### config.mk
export PLATFORM = sky130hd
export DESIGN_NAME = acsw_axis_ctrl
export DESIGN_NICKNAME = d
export VERILOG_FILES = /design/src/logic/acsw_pkg.sv /design/src/logic/acsw_sync.sv /design/src/logic/acsw_axis_ctrl.sv
export VERILOG_INCLUDE_DIRS = /design/src /design/src/logic
export SDC_FILE = /design/constraint.sdc
export NUM_CORES = 1
export LEC_CHECK = 0
export ABC_AREA = 0
export BUFFER_PORTS_ARGS = -buffer_cell sky130_fd_sc_hd__buf_2
export CORE_MARGIN = 2
export CORE_UTILIZATION = 35
export CTS_BUF_LIST = sky130_fd_sc_hd__clkbuf_4 sky130_fd_sc_hd__clkbuf_8 sky130_fd_sc_hd__clkbuf_16
export DETAILED_ROUTE_END_ITERATION = 8
export SLEW_MARGIN = 20
export SYNTH_ARGS = -nofsm -noshare
export SYNTH_HDL_FRONTEND = slang
export SYNTH_SLANG_ARGS = --single-unit
### constraint.sdc
create_clock -name clock -period 2.5 [get_ports clock]
set_clock_uncertainty 0.1 [all_clocks]
set_input_delay 0.5 -clock clock [delete_from_list [all_inputs] [get_ports clock]]
set_output_delay 0.5 -clock clock [all_outputs]
set_load 0.03 [all_outputs]
### src/logic/acsw_map.svh
`ifndef ACSW_MAP_SVH
`define ACSW_MAP_SVH
// control word bit positions
`define ACSW_B_MOVE_START 0
`define ACSW_B_HOME 1
`define ACSW_B_PAUSE 2
`define ACSW_B_FAULT_CLR 3
`define ACSW_B_DRIVE_EN 4
`define ACSW_B_INCH_SEL 5
`define ACSW_B_JOG_PROF 6
`define ACSW_B_JOG_MINUS 7
`define ACSW_B_JOG_PLUS 8
// status word bit positions
`define ACSW_S_IN_POS 0
`define ACSW_S_HOME_END 1
`define ACSW_S_MOVING 2
`define ACSW_S_FAULT 3
`define ACSW_S_STANDBY 14
`define ACSW_S_ESTOP 15
// word width and reset values
`define ACSW_WORD_W 16
`define ACSW_WORD_ZERO 16'h0000
`define ACSW_SYNC_W 33
`define ACSW_SYNC_ZERO 33'h000000000
`endif

### src/logic/acsw_pkg.sv
package acsw_pkg;
  // axis command sequencer states
  typedef enum logic [1:0] {
    st_idle = 2'b00,
    st_homing = 2'b01,
    st_moving = 2'b10
  } acsw_state_t;
endpackage

### src/logic/acsw_sync.sv
`timescale 1ns/1ps
// two-stage synchroniser, one chain per bit
module acsw_sync #(
  parameter int WIDTH = 33
) (
  input wire logic clock,
  input wire logic rst_n,
  input wire logic [WIDTH-1:0] din,
  output logic [WIDTH-1:0] dout
);
  genvar gi;
  generate
    for (gi = 0; gi < WIDTH; gi = gi + 1) begin : g_bit
      logic [1:0] sh_reg; // stage 0 feeds only stage 1
      logic [1:0] sh_next;
      // shift the pin level in
      always_comb begin
        sh_next = {sh_reg[0], din[gi]};
      end
      // register both stages
      always_ff @(posedge clock or negedge rst_n) begin
        if (!rst_n) begin
          sh_reg <= 2'h0;
        end else begin
          sh_reg <= sh_next;
        end
      end
      assign dout[gi] = sh_reg[1];
    end
  endgenerate
endmodule // acsw_sync

### src/logic/acsw_axis_ctrl.sv
// Function
// [RULE1] plus jog bit drives away from home
// [RULE2] minus jog bit drives toward home
// [RULE3] profile bit low picks first speed/distance
// [RULE4] profile bit high picks second speed/distance
// [RULE5] inch bit picks steps, else continuous jog
// [RULE6] enable bit switches servo on and off
// [RULE7] fault clear bit rising resets controller
// [RULE8] pause bit holds motion while set
// [RULE9] home return runs to completion once started
// [RULE10] positioning move runs to completion once started
// [RULE11] completed word shows target once in width
// [RULE12] completed word zero before moves, during move
// [RULE13] plc reads completed word after in_position
// [RULE14] alarm code replaces position during fault
// [RULE15] status bit 15 shows emergency stop
// [RULE16] status bit 14 shows standby
// [RULE17] status bit 3 shows alarm present
// [RULE18] only rising edges trigger reset/home/start
`timescale 1ns/1ps
`include "acsw_map.svh"
module acsw_axis_ctrl #(
  parameter int SPD_W = 16,
  parameter int DST_W = 16
) (
  input wire logic clock,
  input wire logic rst_n,
  input wire logic [15:0] axis_control_word,
  input wire logic [15:0] target_position_no,
  input wire logic estop_in,
  input wire logic [SPD_W-1:0] jog_speed_1,
  input wire logic [SPD_W-1:0] jog_speed_2,
  input wire logic [DST_W-1:0] inch_dist_1,
  input wire logic [DST_W-1:0] inch_dist_2,
  input wire logic alarm_present,
  input wire logic [15:0] alarm_code,
  input wire logic axis_in_width,
  input wire logic home_found,
  output logic [15:0] completed_position_word,
  output logic [15:0] axis_status_word,
  output logic jog_fwd,
  output logic jog_rev,
  output logic inch_step_fwd,
  output logic inch_step_rev,
  output logic [SPD_W-1:0] jog_speed,
  output logic [DST_W-1:0] inch_distance,
  output logic servo_on,
  output logic ctrl_reset,
  output logic motion_pause,
  output logic home_run,
  output logic move_run,
  output logic [15:0] move_target
);
  // synchronised gateway words and estop pin
  logic [`ACSW_SYNC_W-1:0] sync_out;
  logic [15:0] ctl; // control word, own clock
  logic [15:0] tgt; // requested position number
  logic estop; // emergency stop level

  acsw_sync #(
    .WIDTH(`ACSW_SYNC_W)
  ) u_sync (
    .clock(clock),
    .rst_n(rst_n),
    .din({estop_in, target_position_no, axis_control_word}),
    .dout(sync_out)
  );
  assign ctl = sync_out[15:0];
  assign tgt = sync_out[31:16];
  assign estop = sync_out[32];

  // registered state
  acsw_pkg::acsw_state_t state_reg, state_next;
  logic [15:0] ctl_prev_reg, ctl_prev_next; // for edge detection
  logic [15:0] target_reg, target_next; // latched target
  logic [15:0] comp_pos_reg, comp_pos_next; // last completed position
  logic in_pos_reg, in_pos_next;
  logic home_end_reg, home_end_next;
  logic [15:0] comp_word_reg, comp_word_next;
  logic [15:0] status_reg, status_next;
  logic jog_fwd_reg, jog_fwd_next;
  logic jog_rev_reg, jog_rev_next;
  logic inch_fwd_reg, inch_fwd_next;
  logic inch_rev_reg, inch_rev_next;
  logic [SPD_W-1:0] jog_speed_reg, jog_speed_next;
  logic [DST_W-1:0] inch_dist_reg, inch_dist_next;
  logic servo_reg, servo_next;
  logic ctrl_reset_reg, ctrl_reset_next;
  logic pause_reg, pause_next;
  logic home_run_reg, home_run_next;
  logic move_run_reg, move_run_next;

  // edges and run permission
  logic rise_clr, rise_home, rise_move, rise_plus, rise_minus;
  logic ok_run; // servo on, no alarm, no estop
  logic abort; // drops any move in progress
  logic jog_ok; // manual motion allowed

  always_comb begin
    // only a fresh turn-on counts; a held bit does nothing
    rise_clr = ctl[`ACSW_B_FAULT_CLR] & ~ctl_prev_reg[`ACSW_B_FAULT_CLR]; // see [RULE18]
    rise_home = ctl[`ACSW_B_HOME] & ~ctl_prev_reg[`ACSW_B_HOME]; // see [RULE18]
    rise_move = ctl[`ACSW_B_MOVE_START]
      & ~ctl_prev_reg[`ACSW_B_MOVE_START]; // see [RULE18]
    rise_plus = ctl[`ACSW_B_JOG_PLUS] & ~ctl_prev_reg[`ACSW_B_JOG_PLUS];
    rise_minus = ctl[`ACSW_B_JOG_MINUS] & ~ctl_prev_reg[`ACSW_B_JOG_MINUS];
    ok_run = ctl[`ACSW_B_DRIVE_EN] & ~alarm_present & ~estop;
    abort = ~ok_run | rise_clr;
    jog_ok = ok_run & (state_reg == acsw_pkg::st_idle)
      & ~ctl[`ACSW_B_PAUSE];
  end

  // command sequencer next values
  always_comb begin
    state_next = state_reg;
    target_next = target_reg;
    comp_pos_next = comp_pos_reg;
    in_pos_next = in_pos_reg;
    home_end_next = home_end_reg;
    ctl_prev_next = ctl;
    case (state_reg)
      acsw_pkg::st_idle: begin
        // home wins when both start bits rise together
        if (ok_run && !rise_clr && rise_home) begin
          state_next = acsw_pkg::st_homing; // see [RULE9]
          comp_pos_next = `ACSW_WORD_ZERO; // see [RULE12]
          in_pos_next = 1'b0;
          home_end_next = 1'b0;
        end else if (ok_run && !rise_clr && rise_move) begin
          state_next = acsw_pkg::st_moving; // see [RULE10]
          target_next = tgt;
          comp_pos_next = `ACSW_WORD_ZERO; // see [RULE12]
          in_pos_next = 1'b0;
        end
      end
      acsw_pkg::st_homing: begin
        // the home bit is not watched here: run carries on
        if (abort) begin
          state_next = acsw_pkg::st_idle;
        end else if (home_found && !ctl[`ACSW_B_PAUSE]) begin
          state_next = acsw_pkg::st_idle; // see [RULE9]
          home_end_next = 1'b1;
          in_pos_next = 1'b1;
        end
      end
      acsw_pkg::st_moving: begin
        // completion is held off while paused
        if (abort) begin
          state_next = acsw_pkg::st_idle;
        end else if (axis_in_width && !ctl[`ACSW_B_PAUSE]) begin
          state_next = acsw_pkg::st_idle; // see [RULE10]
          comp_pos_next = target_reg; // see [RULE11]
          in_pos_next = 1'b1;
        end
      end
      default: begin
        state_next = acsw_pkg::st_idle;
      end
    endcase
    // completion flag drops with the servo
    if (!ctl[`ACSW_B_DRIVE_EN]) begin
      in_pos_next = 1'b0;
    end
  end

  // manual motion, drive commands and words
  always_comb begin
    // continuous jog only in jog mode, released on bit low
    jog_fwd_next = jog_ok & ~ctl[`ACSW_B_INCH_SEL] & ctl[`ACSW_B_JOG_PLUS]
      & ~ctl[`ACSW_B_JOG_MINUS]; // see [RULE1] [RULE5]
    jog_rev_next = jog_ok & ~ctl[`ACSW_B_INCH_SEL] & ctl[`ACSW_B_JOG_MINUS]
      & ~ctl[`ACSW_B_JOG_PLUS]; // see [RULE2] [RULE5]
    // one step per turn-on in inching mode
    inch_fwd_next = jog_ok & ctl[`ACSW_B_INCH_SEL] & rise_plus; // see [RULE5]
    inch_rev_next = jog_ok & ctl[`ACSW_B_INCH_SEL] & rise_minus; // see [RULE5]
    // speed and distance pairs are chosen together
    if (ctl[`ACSW_B_JOG_PROF]) begin
      jog_speed_next = jog_speed_2; // see [RULE4]
      inch_dist_next = inch_dist_2; // see [RULE4]
    end else begin
      jog_speed_next = jog_speed_1; // see [RULE3]
      inch_dist_next = inch_dist_1; // see [RULE3]
    end
    servo_next = ctl[`ACSW_B_DRIVE_EN]; // see [RULE6]
    ctrl_reset_next = rise_clr; // see [RULE7]
    pause_next = ctl[`ACSW_B_PAUSE]; // see [RULE8]
    home_run_next = (state_next == acsw_pkg::st_homing);
    move_run_next = (state_next == acsw_pkg::st_moving);
    // alarm code takes over the position word
    if (alarm_present) begin
      comp_word_next = alarm_code; // see [RULE14]
    end else begin
      comp_word_next = comp_pos_next; // see [RULE11] [RULE12]
    end
    // unused status bits read as zero
    status_next = `ACSW_WORD_ZERO;
    status_next[`ACSW_S_ESTOP] = estop; // see [RULE15]
    status_next[`ACSW_S_STANDBY] = ok_run; // see [RULE16]
    status_next[`ACSW_S_FAULT] = alarm_present; // see [RULE17]
    status_next[`ACSW_S_MOVING] = home_run_next | move_run_next
      | jog_fwd_next | jog_rev_next;
    status_next[`ACSW_S_HOME_END] = home_end_next;
    status_next[`ACSW_S_IN_POS] = in_pos_next;
  end

  // register everything
  always_ff @(posedge clock or negedge rst_n) begin
    if (!rst_n) begin
      state_reg <= acsw_pkg::st_idle;
      ctl_prev_reg <= `ACSW_WORD_ZERO;
      target_reg <= `ACSW_WORD_ZERO;
      comp_pos_reg <= `ACSW_WORD_ZERO;
      in_pos_reg <= 1'b0;
      home_end_reg <= 1'b0;
      comp_word_reg <= `ACSW_WORD_ZERO;
      status_reg <= `ACSW_WORD_ZERO;
      jog_fwd_reg <= 1'b0;
      jog_rev_reg <= 1'b0;
      inch_fwd_reg <= 1'b0;
      inch_rev_reg <= 1'b0;
      jog_speed_reg <= '0;
      inch_dist_reg <= '0;
      servo_reg <= 1'b0;
      ctrl_reset_reg <= 1'b0;
      pause_reg <= 1'b0;
      home_run_reg <= 1'b0;
      move_run_reg <= 1'b0;
    end else begin
      state_reg <= state_next;
      ctl_prev_reg <= ctl_prev_next;
      target_reg <= target_next;
      comp_pos_reg <= comp_pos_next;
      in_pos_reg <= in_pos_next;
      home_end_reg <= home_end_next;
      comp_word_reg <= comp_word_next;
      status_reg <= status_next;
      jog_fwd_reg <= jog_fwd_next;
      jog_rev_reg <= jog_rev_next;
      inch_fwd_reg <= inch_fwd_next;
      inch_rev_reg <= inch_rev_next;
      jog_speed_reg <= jog_speed_next;
      inch_dist_reg <= inch_dist_next;
      servo_reg <= servo_next;
      ctrl_reset_reg <= ctrl_reset_next;
      pause_reg <= pause_next;
      home_run_reg <= home_run_next;
      move_run_reg <= move_run_next;
    end
  end

  // outputs straight from flops
  assign completed_position_word = comp_word_reg;
  assign axis_status_word = status_reg;
  assign jog_fwd = jog_fwd_reg;
  assign jog_rev = jog_rev_reg;
  assign inch_step_fwd = inch_fwd_reg;
  assign inch_step_rev = inch_rev_reg;
  assign jog_speed = jog_speed_reg;
  assign inch_distance = inch_dist_reg;
  assign servo_on = servo_reg;
  assign ctrl_reset = ctrl_reset_reg;
  assign motion_pause = pause_reg;
  assign home_run = home_run_reg;
  assign move_run = move_run_reg;
  assign move_target = target_reg;
endmodule // acsw_axis_ctrl

Word level (Yosys, flattened, before mapping)
Index checks and enable logic that the tools add are counted.

cells by class
  equal/unequal tests = 4
  muxes and demuxes = 27
  bitwise gates (word level) = 34
  reduce and logical (&&, ||, !) cells = 9

operators with widths
  kind                                                              count
  16-bit 2-to-1 mux                                                 7
  16-bit one-hot mux with 2 select lines                            1
  1-bit AND                                                         17
  1-bit NOT                                                         13
  2-bit 2-to-1 mux                                                  6
  1-bit 2-to-1 mux                                                  10
  2-bit one-hot mux with 3 select lines                             1
  1-bit logical AND                                                 5
  2-bit by 1-bit == test with 1-bit output (second input constant)  2
  2-bit == test (second input constant)                             2
  1-bit bitwise OR                                                  4
  1-bit one-hot mux with 3 select lines                             1
  3-bit AND reduction                                               1
  1-bit zero test                                                   2
  2-bit zero test                                                   1
  1-bit one-hot mux with 2 select lines                             1

storage, ports and cells
  flip-flop bits (word level) = 160
  input port bits = 118
  output and inout bits = 89
  word-level logic and storage cells = 119

Logic depth before layout (Yosys ltp)
  depth in word-level cells = 12
  depth in mapped cells = 7
  depth with buffers taken out = 6

By module
A second synthesis with hierarchy kept.

unflattened totals
  cells, all modules = 425
  area total of the unflattened synthesis = 6,130.9 µm²

by module, submodules not included
  module          times used  cells each  area an instance (µm²)  sequential area each (µm²)
  acsw_axis_ctrl  1           326         4,231.6                 2,552.4
  acsw_sync       1           99          1,899.3                 1,651.6

Worst setup path after synthesis
OpenSTA, ideal clock, no wires.

  kind = in2reg
  from = in alarm_present
  to = reg status_reg[2], in the netlist axis_status_word[2]
  library setup time = 0.127 ns
  data arrival time = 2.087 ns
  required time = 2.273 ns
  slack = 0.186 ns
  cell stages on the path = 6
  path buffers = 1
  path through = buf_6 -> or3b_4 -> or3_1 -> or2_2 -> ha_1 -> o21ai_0

on the way
  word-level cells in the longest chain between the ends = 12
  elaborated cells on any way between the ends = 25
  those cells by class = eq/ne: 2; mux: 5; bitwise: 15; reduce/logical: 3

RTL lines
  what                                                                              RTL line                                      RTL
  start: declaration                                                                acsw_axis_ctrl.sv:35                          input wire logic alarm_present,
  1-bit NOT *                                                                       acsw_axis_ctrl.sv:107                         ok_run = ctl[`ACSW_B_DRIVE_EN] & ~alarm_present & ~estop;
  1-bit AND * (2 in a row)                                                          acsw_axis_ctrl.sv:107
  1-bit logical AND                                                                 acsw_axis_ctrl.sv:124, acsw_axis_ctrl.sv:129
  1-bit logical AND                                                                 acsw_axis_ctrl.sv:129                         end else if (ok_run && !rise_clr && rise_move) begin
  2-bit 2-to-1 mux                                                                  acsw_axis_ctrl.sv:129
  2-bit 2-to-1 mux                                                                  acsw_axis_ctrl.sv:124                         if (ok_run && !rise_clr && rise_home) begin
  2-bit one-hot mux with 3 select lines                                             acsw_axis_ctrl.sv:121                         case (state_reg)
  2-bit by 1-bit == test with 1-bit output / 2-bit == test (equally long branches)  acsw_axis_ctrl.sv:187, acsw_axis_ctrl.sv:188
  1-bit bitwise OR                                                                  acsw_axis_ctrl.sv:200                         status_next[`ACSW_S_MOVING] = home_run_next | move_run_next
  1-bit bitwise OR                                                                  acsw_axis_ctrl.sv:201                         | jog_fwd_next | jog_rev_next;
  1-bit bitwise OR *                                                                acsw_axis_ctrl.sv:201
  named net status_next[2]                                                          acsw_axis_ctrl.sv:80                          logic [15:0] status_reg, status_next;
  end signal: assignment                                                            acsw_axis_ctrl.sv:216                         status_reg <= `ACSW_WORD_ZERO;
  end signal: assignment                                                            acsw_axis_ctrl.sv:236                         status_reg <= status_next;
  end: declaration                                                                  acsw_axis_ctrl.sv:80

The timed path passes the listed nets; every way through them passes the cells marked *.
A chain may end at the register's enable or synchronous reset.

Worst setup path in the final report
  from = reg u_sync.g_bit[4].sh_reg[1]
  to = reg status_reg[2], in the netlist axis_status_word[2]

on the way
  word-level cells in the longest chain between the ends = 11
  elaborated cells on any way between the ends = 24
  those cells by class = eq/ne: 2; mux: 5; bitwise: 14; reduce/logical: 3

RTL lines
  what                                                                              RTL line                                      RTL
  start: declaration                                                                acsw_sync.sv:14                               logic [1:0] sh_reg;
  start signal: assignment                                                          acsw_sync.sv:25                               sh_reg <= sh_next;
  1-bit AND * (2 in a row)                                                          acsw_axis_ctrl.sv:107
  1-bit logical AND                                                                 acsw_axis_ctrl.sv:124, acsw_axis_ctrl.sv:129
  1-bit logical AND                                                                 acsw_axis_ctrl.sv:129
  2-bit 2-to-1 mux                                                                  acsw_axis_ctrl.sv:129
  2-bit 2-to-1 mux                                                                  acsw_axis_ctrl.sv:124
  2-bit one-hot mux with 3 select lines                                             acsw_axis_ctrl.sv:121
  2-bit by 1-bit == test with 1-bit output / 2-bit == test (equally long branches)  acsw_axis_ctrl.sv:187, acsw_axis_ctrl.sv:188
  1-bit bitwise OR                                                                  acsw_axis_ctrl.sv:200
  1-bit bitwise OR                                                                  acsw_axis_ctrl.sv:201
  1-bit bitwise OR *                                                                acsw_axis_ctrl.sv:201
  named net status_next[2]                                                          acsw_axis_ctrl.sv:80

Marked as above.

==> flow_summary.json <==
{
  "numCtsBuffers": 17,
  "crit_path_top_delay_cell": "or3_1",
  "syn_to_final_growth_pct": 32.2,
  "via_count": 3280,
  "diodes": 0,
  "r2r-start": "u_sync.g_bit[4].sh_reg[1]$_DFF_PN0_",
  "cts.path.max_buffers": 2,
  "r2r_slack_ns": 0.40,
  "start_kind": "register",
  "power_frac_seq": 0.456,
  "cts_max_level": 4,
  "slew_viol_final": 0,
  "critPathMaxFanout": 4,
  "ys_ff_latch": 154,
  "combPwrFrac": 0.138,
  "hp-start": "axis_control_word[4]",
  "drt_iter0_drc": 112,
  "largest_reg_flops": 52,
  "clkTransAtPathRegs_ns": 0.06,
  "tritoncts": "done",
  "synth_most_common_cell": "dfrtp_1",
  "rsz0062_at_grt": "no",
  "switching_share": 0.261,
  "ys.warnings.count": 0,
  "min_period_ns": 2.10,
  "synth-edff-count": 0,
  "wl_per_cell_um": 14.0,
  "path_class": "register to register",
  "clock_latency_ns": 0.41,
  "io_pins": 207,
  "required_ns": 2.69,
  "ys.flop_type": "dfrtp_1",
  "arrival_ns": 2.29,
  "grt_pass1_vias": 3277,
  "clock-sinks": 154,
  "crit_start": "u_sync.g_bit[4].sh_reg[1]$_DFF_PN0_",
  "reg2reg_to": "axis_status_word[2]$_DFF_PN0_",
  "setup_tns_ns": 0,
  "drive_above_1_share": 0.498,
  "critPathMaxStageDelay_ns": 0.41,
  "synth_area_leaders": "dfrtp_1 (72%), mux2_2 (8.0%), o21ai_0 (3.1%)",
  "seq_area_frac_synth": 0.717,
  "placed_area_sq_um": 6510,
  "ant_nets": 0,
  "synth_cell_types": 34,
  "cts_setup_buffers": 0,
  "place_congestion": 0.776,
  "num_rows": 45,
  "max_freq_ghz": 0.476,
  "ir_worst_vdd_v": 0.000399,
  "p_leak_nw": 3.58,
  "dieHeight_um": 128,
  "cellPowerDensity_nw_per_um2": 877,
  "slew_headroom": 0.620,
  "hold_end": "u_sync.g_bit[4].sh_reg[0]$_DFF_PN0_",
  "hold_violations": 0,
  "cts_root_buf": "clkbuf_16",
  "initial_core_util": 0.356,
  "tightest_slew_ns": 0.569,
  "io_buffers": 189,
  "syn_area_sq_um": 5370,
  "clock_power_share": 0.407,
  "min_path_cells": 1,
  "grt_pass1_wl_mm": 16.8,
  "hold_class": "primary input to register",
  "antenna_found_initial": 1,
  "drcViolationCount": 0,
  "yosysTopAreaCellShare": 0.717,
  "syn-mean-instance-area_sq_um": 15.3,
  "die_width_um": 128,
  "async_reset_ff_frac": 1.00,
  "fill_cells": 1349,
  "die_area_sq_um": 16400,
  "ff2ff_path_depth": 5,
  "coreArea_sq_um": 15100,
  "fin_area_sq_um": 7100,
  "maxCapViolCount": 0,
  "track_usage": 0.135,
  "status": "finished clean",
  "drt_pass1_iterations": 4,
  "dp_hpwl_mm": 7.59,
  "final-setup-viol-count": 0,
  "p_int_mw": 4.61,
  "wl_mm": 10.5,
  "period_share": 0.840,
  "overflow": 0,
  "crit_chain": "or3b_4 > or3_1 > or2_2 > ha_1 > o21ai_0",
  "switchingPower_mw": 1.62,
  "grt_max_degree": 62,
  "via_per_inst": 4.36,
  "cp-end-kind": "register",
  "syn_inst": 352,
  "nets": 673,
  "yosys.area.top_type": "dfrtp_1",
  "cts_resized": 0,
  "synth_commonest_cells": "dfrtp_1 (154), mux2_2 (38), o21ai_0 (33), inv_1 (21), nand2_1 (19)"
}
[critical path: cells and delay by family, from the launching register on]
| family | cells | cell delay [ns] |
|---|---|---|
| simple gates | 3 | 1.14 |
| flops | 1 | 0.38 |
| compound gates | 1 | 0.08 |
| fa+ha+maj | 1 | 0.27 |
[cells by family after synthesis]
kind of cell,synth area share
buf+inv,0.0475
compound gates,0.0396
simple gates,0.0515
fa+ha+maj,0.00466
flops,0.717
mux,0.137
other cells,0.000698
xor+xnor,0.00163
[layout by cell type, fill, tap and decap left out, drive strengths merged, types with 6 or more instances in the layout]
master / instances
buf: 196
clkbuf: 18
clkinv: 6
conb: 10
dfrtp: 154
inv: 22
mux2: 48
mux2i: 16
nand2: 20
nor3b: 6
o21ai: 37
[worst max-delay path by stage]
stage	depth (start not counted)	end
6_report	5	axis_status_word[2]$_DFF_PN0_
3_3_place_gp	6	axis_status_word[2]$_DFF_PN0_
4_1_cts	5	axis_status_word[2]$_DFF_PN0_
3_5_place_dp	6	axis_status_word[2]$_DFF_PN0_
2_1_floorplan	6	axis_status_word[2]$_DFF_PN0_
5_1_grt	5	axis_status_word[2]$_DFF_PN0_
[timing repair]
item,4_1_cts,5_1_grt
hold buffers,1,0
setup endpoints to repair,0,0
endpoints found under the hold margin,50,0
[area by class of cell]
cell class	count	area, sq um	share of cell area
clock inverter	12	151	0.0213
sequential	154	3850	0.543
multi-input combinational	162	1300	0.183
timing repair buffer	197	1050	0.148
tap	188	235	0.0331
clock buffer	18	433	0.0609
inverter	21	78.8	0.0111
[routing by layer]
metal  vias to the layer above  global-route usage  part of all wire  wire length, um
met2                       144               0.201              0.47             4930
met5                         -                   0                 0                0
met1                      1571               0.173              0.43             4510
met4                         0              0.0582             0.020              213
li1                       1551                   -                 -                -
met3                        14              0.0572             0.082              867
[stage by stage]
stage                     setup WS [ns]  hold slack, ns  utilization  std cells  power, mW
after global routing              0.334          0.0622        0.471        752       6.51
after floorplan                   0.186           0.104            -        361       3.41
after CTS                         0.386          0.0717        0.471        752       6.31
after detailed placement          0.151           0.235        0.431        721       3.75
final                             0.400          0.0916        0.471        752       6.23
after global placement            0.167           0.231        0.431        721       3.73
[power groups by stage]
stage	Combinational (mW)	Clock [mW]	Sequential (mW)
floorplan	0.268	0	3.14
global placement	0.854	0	2.88
detailed placement	0.867	0	2.88
CTS	0.870	2.60	2.84
global route	0.924	2.72	2.87
finish	0.857	2.53	2.84
Power figures use the tool's default switching activity.
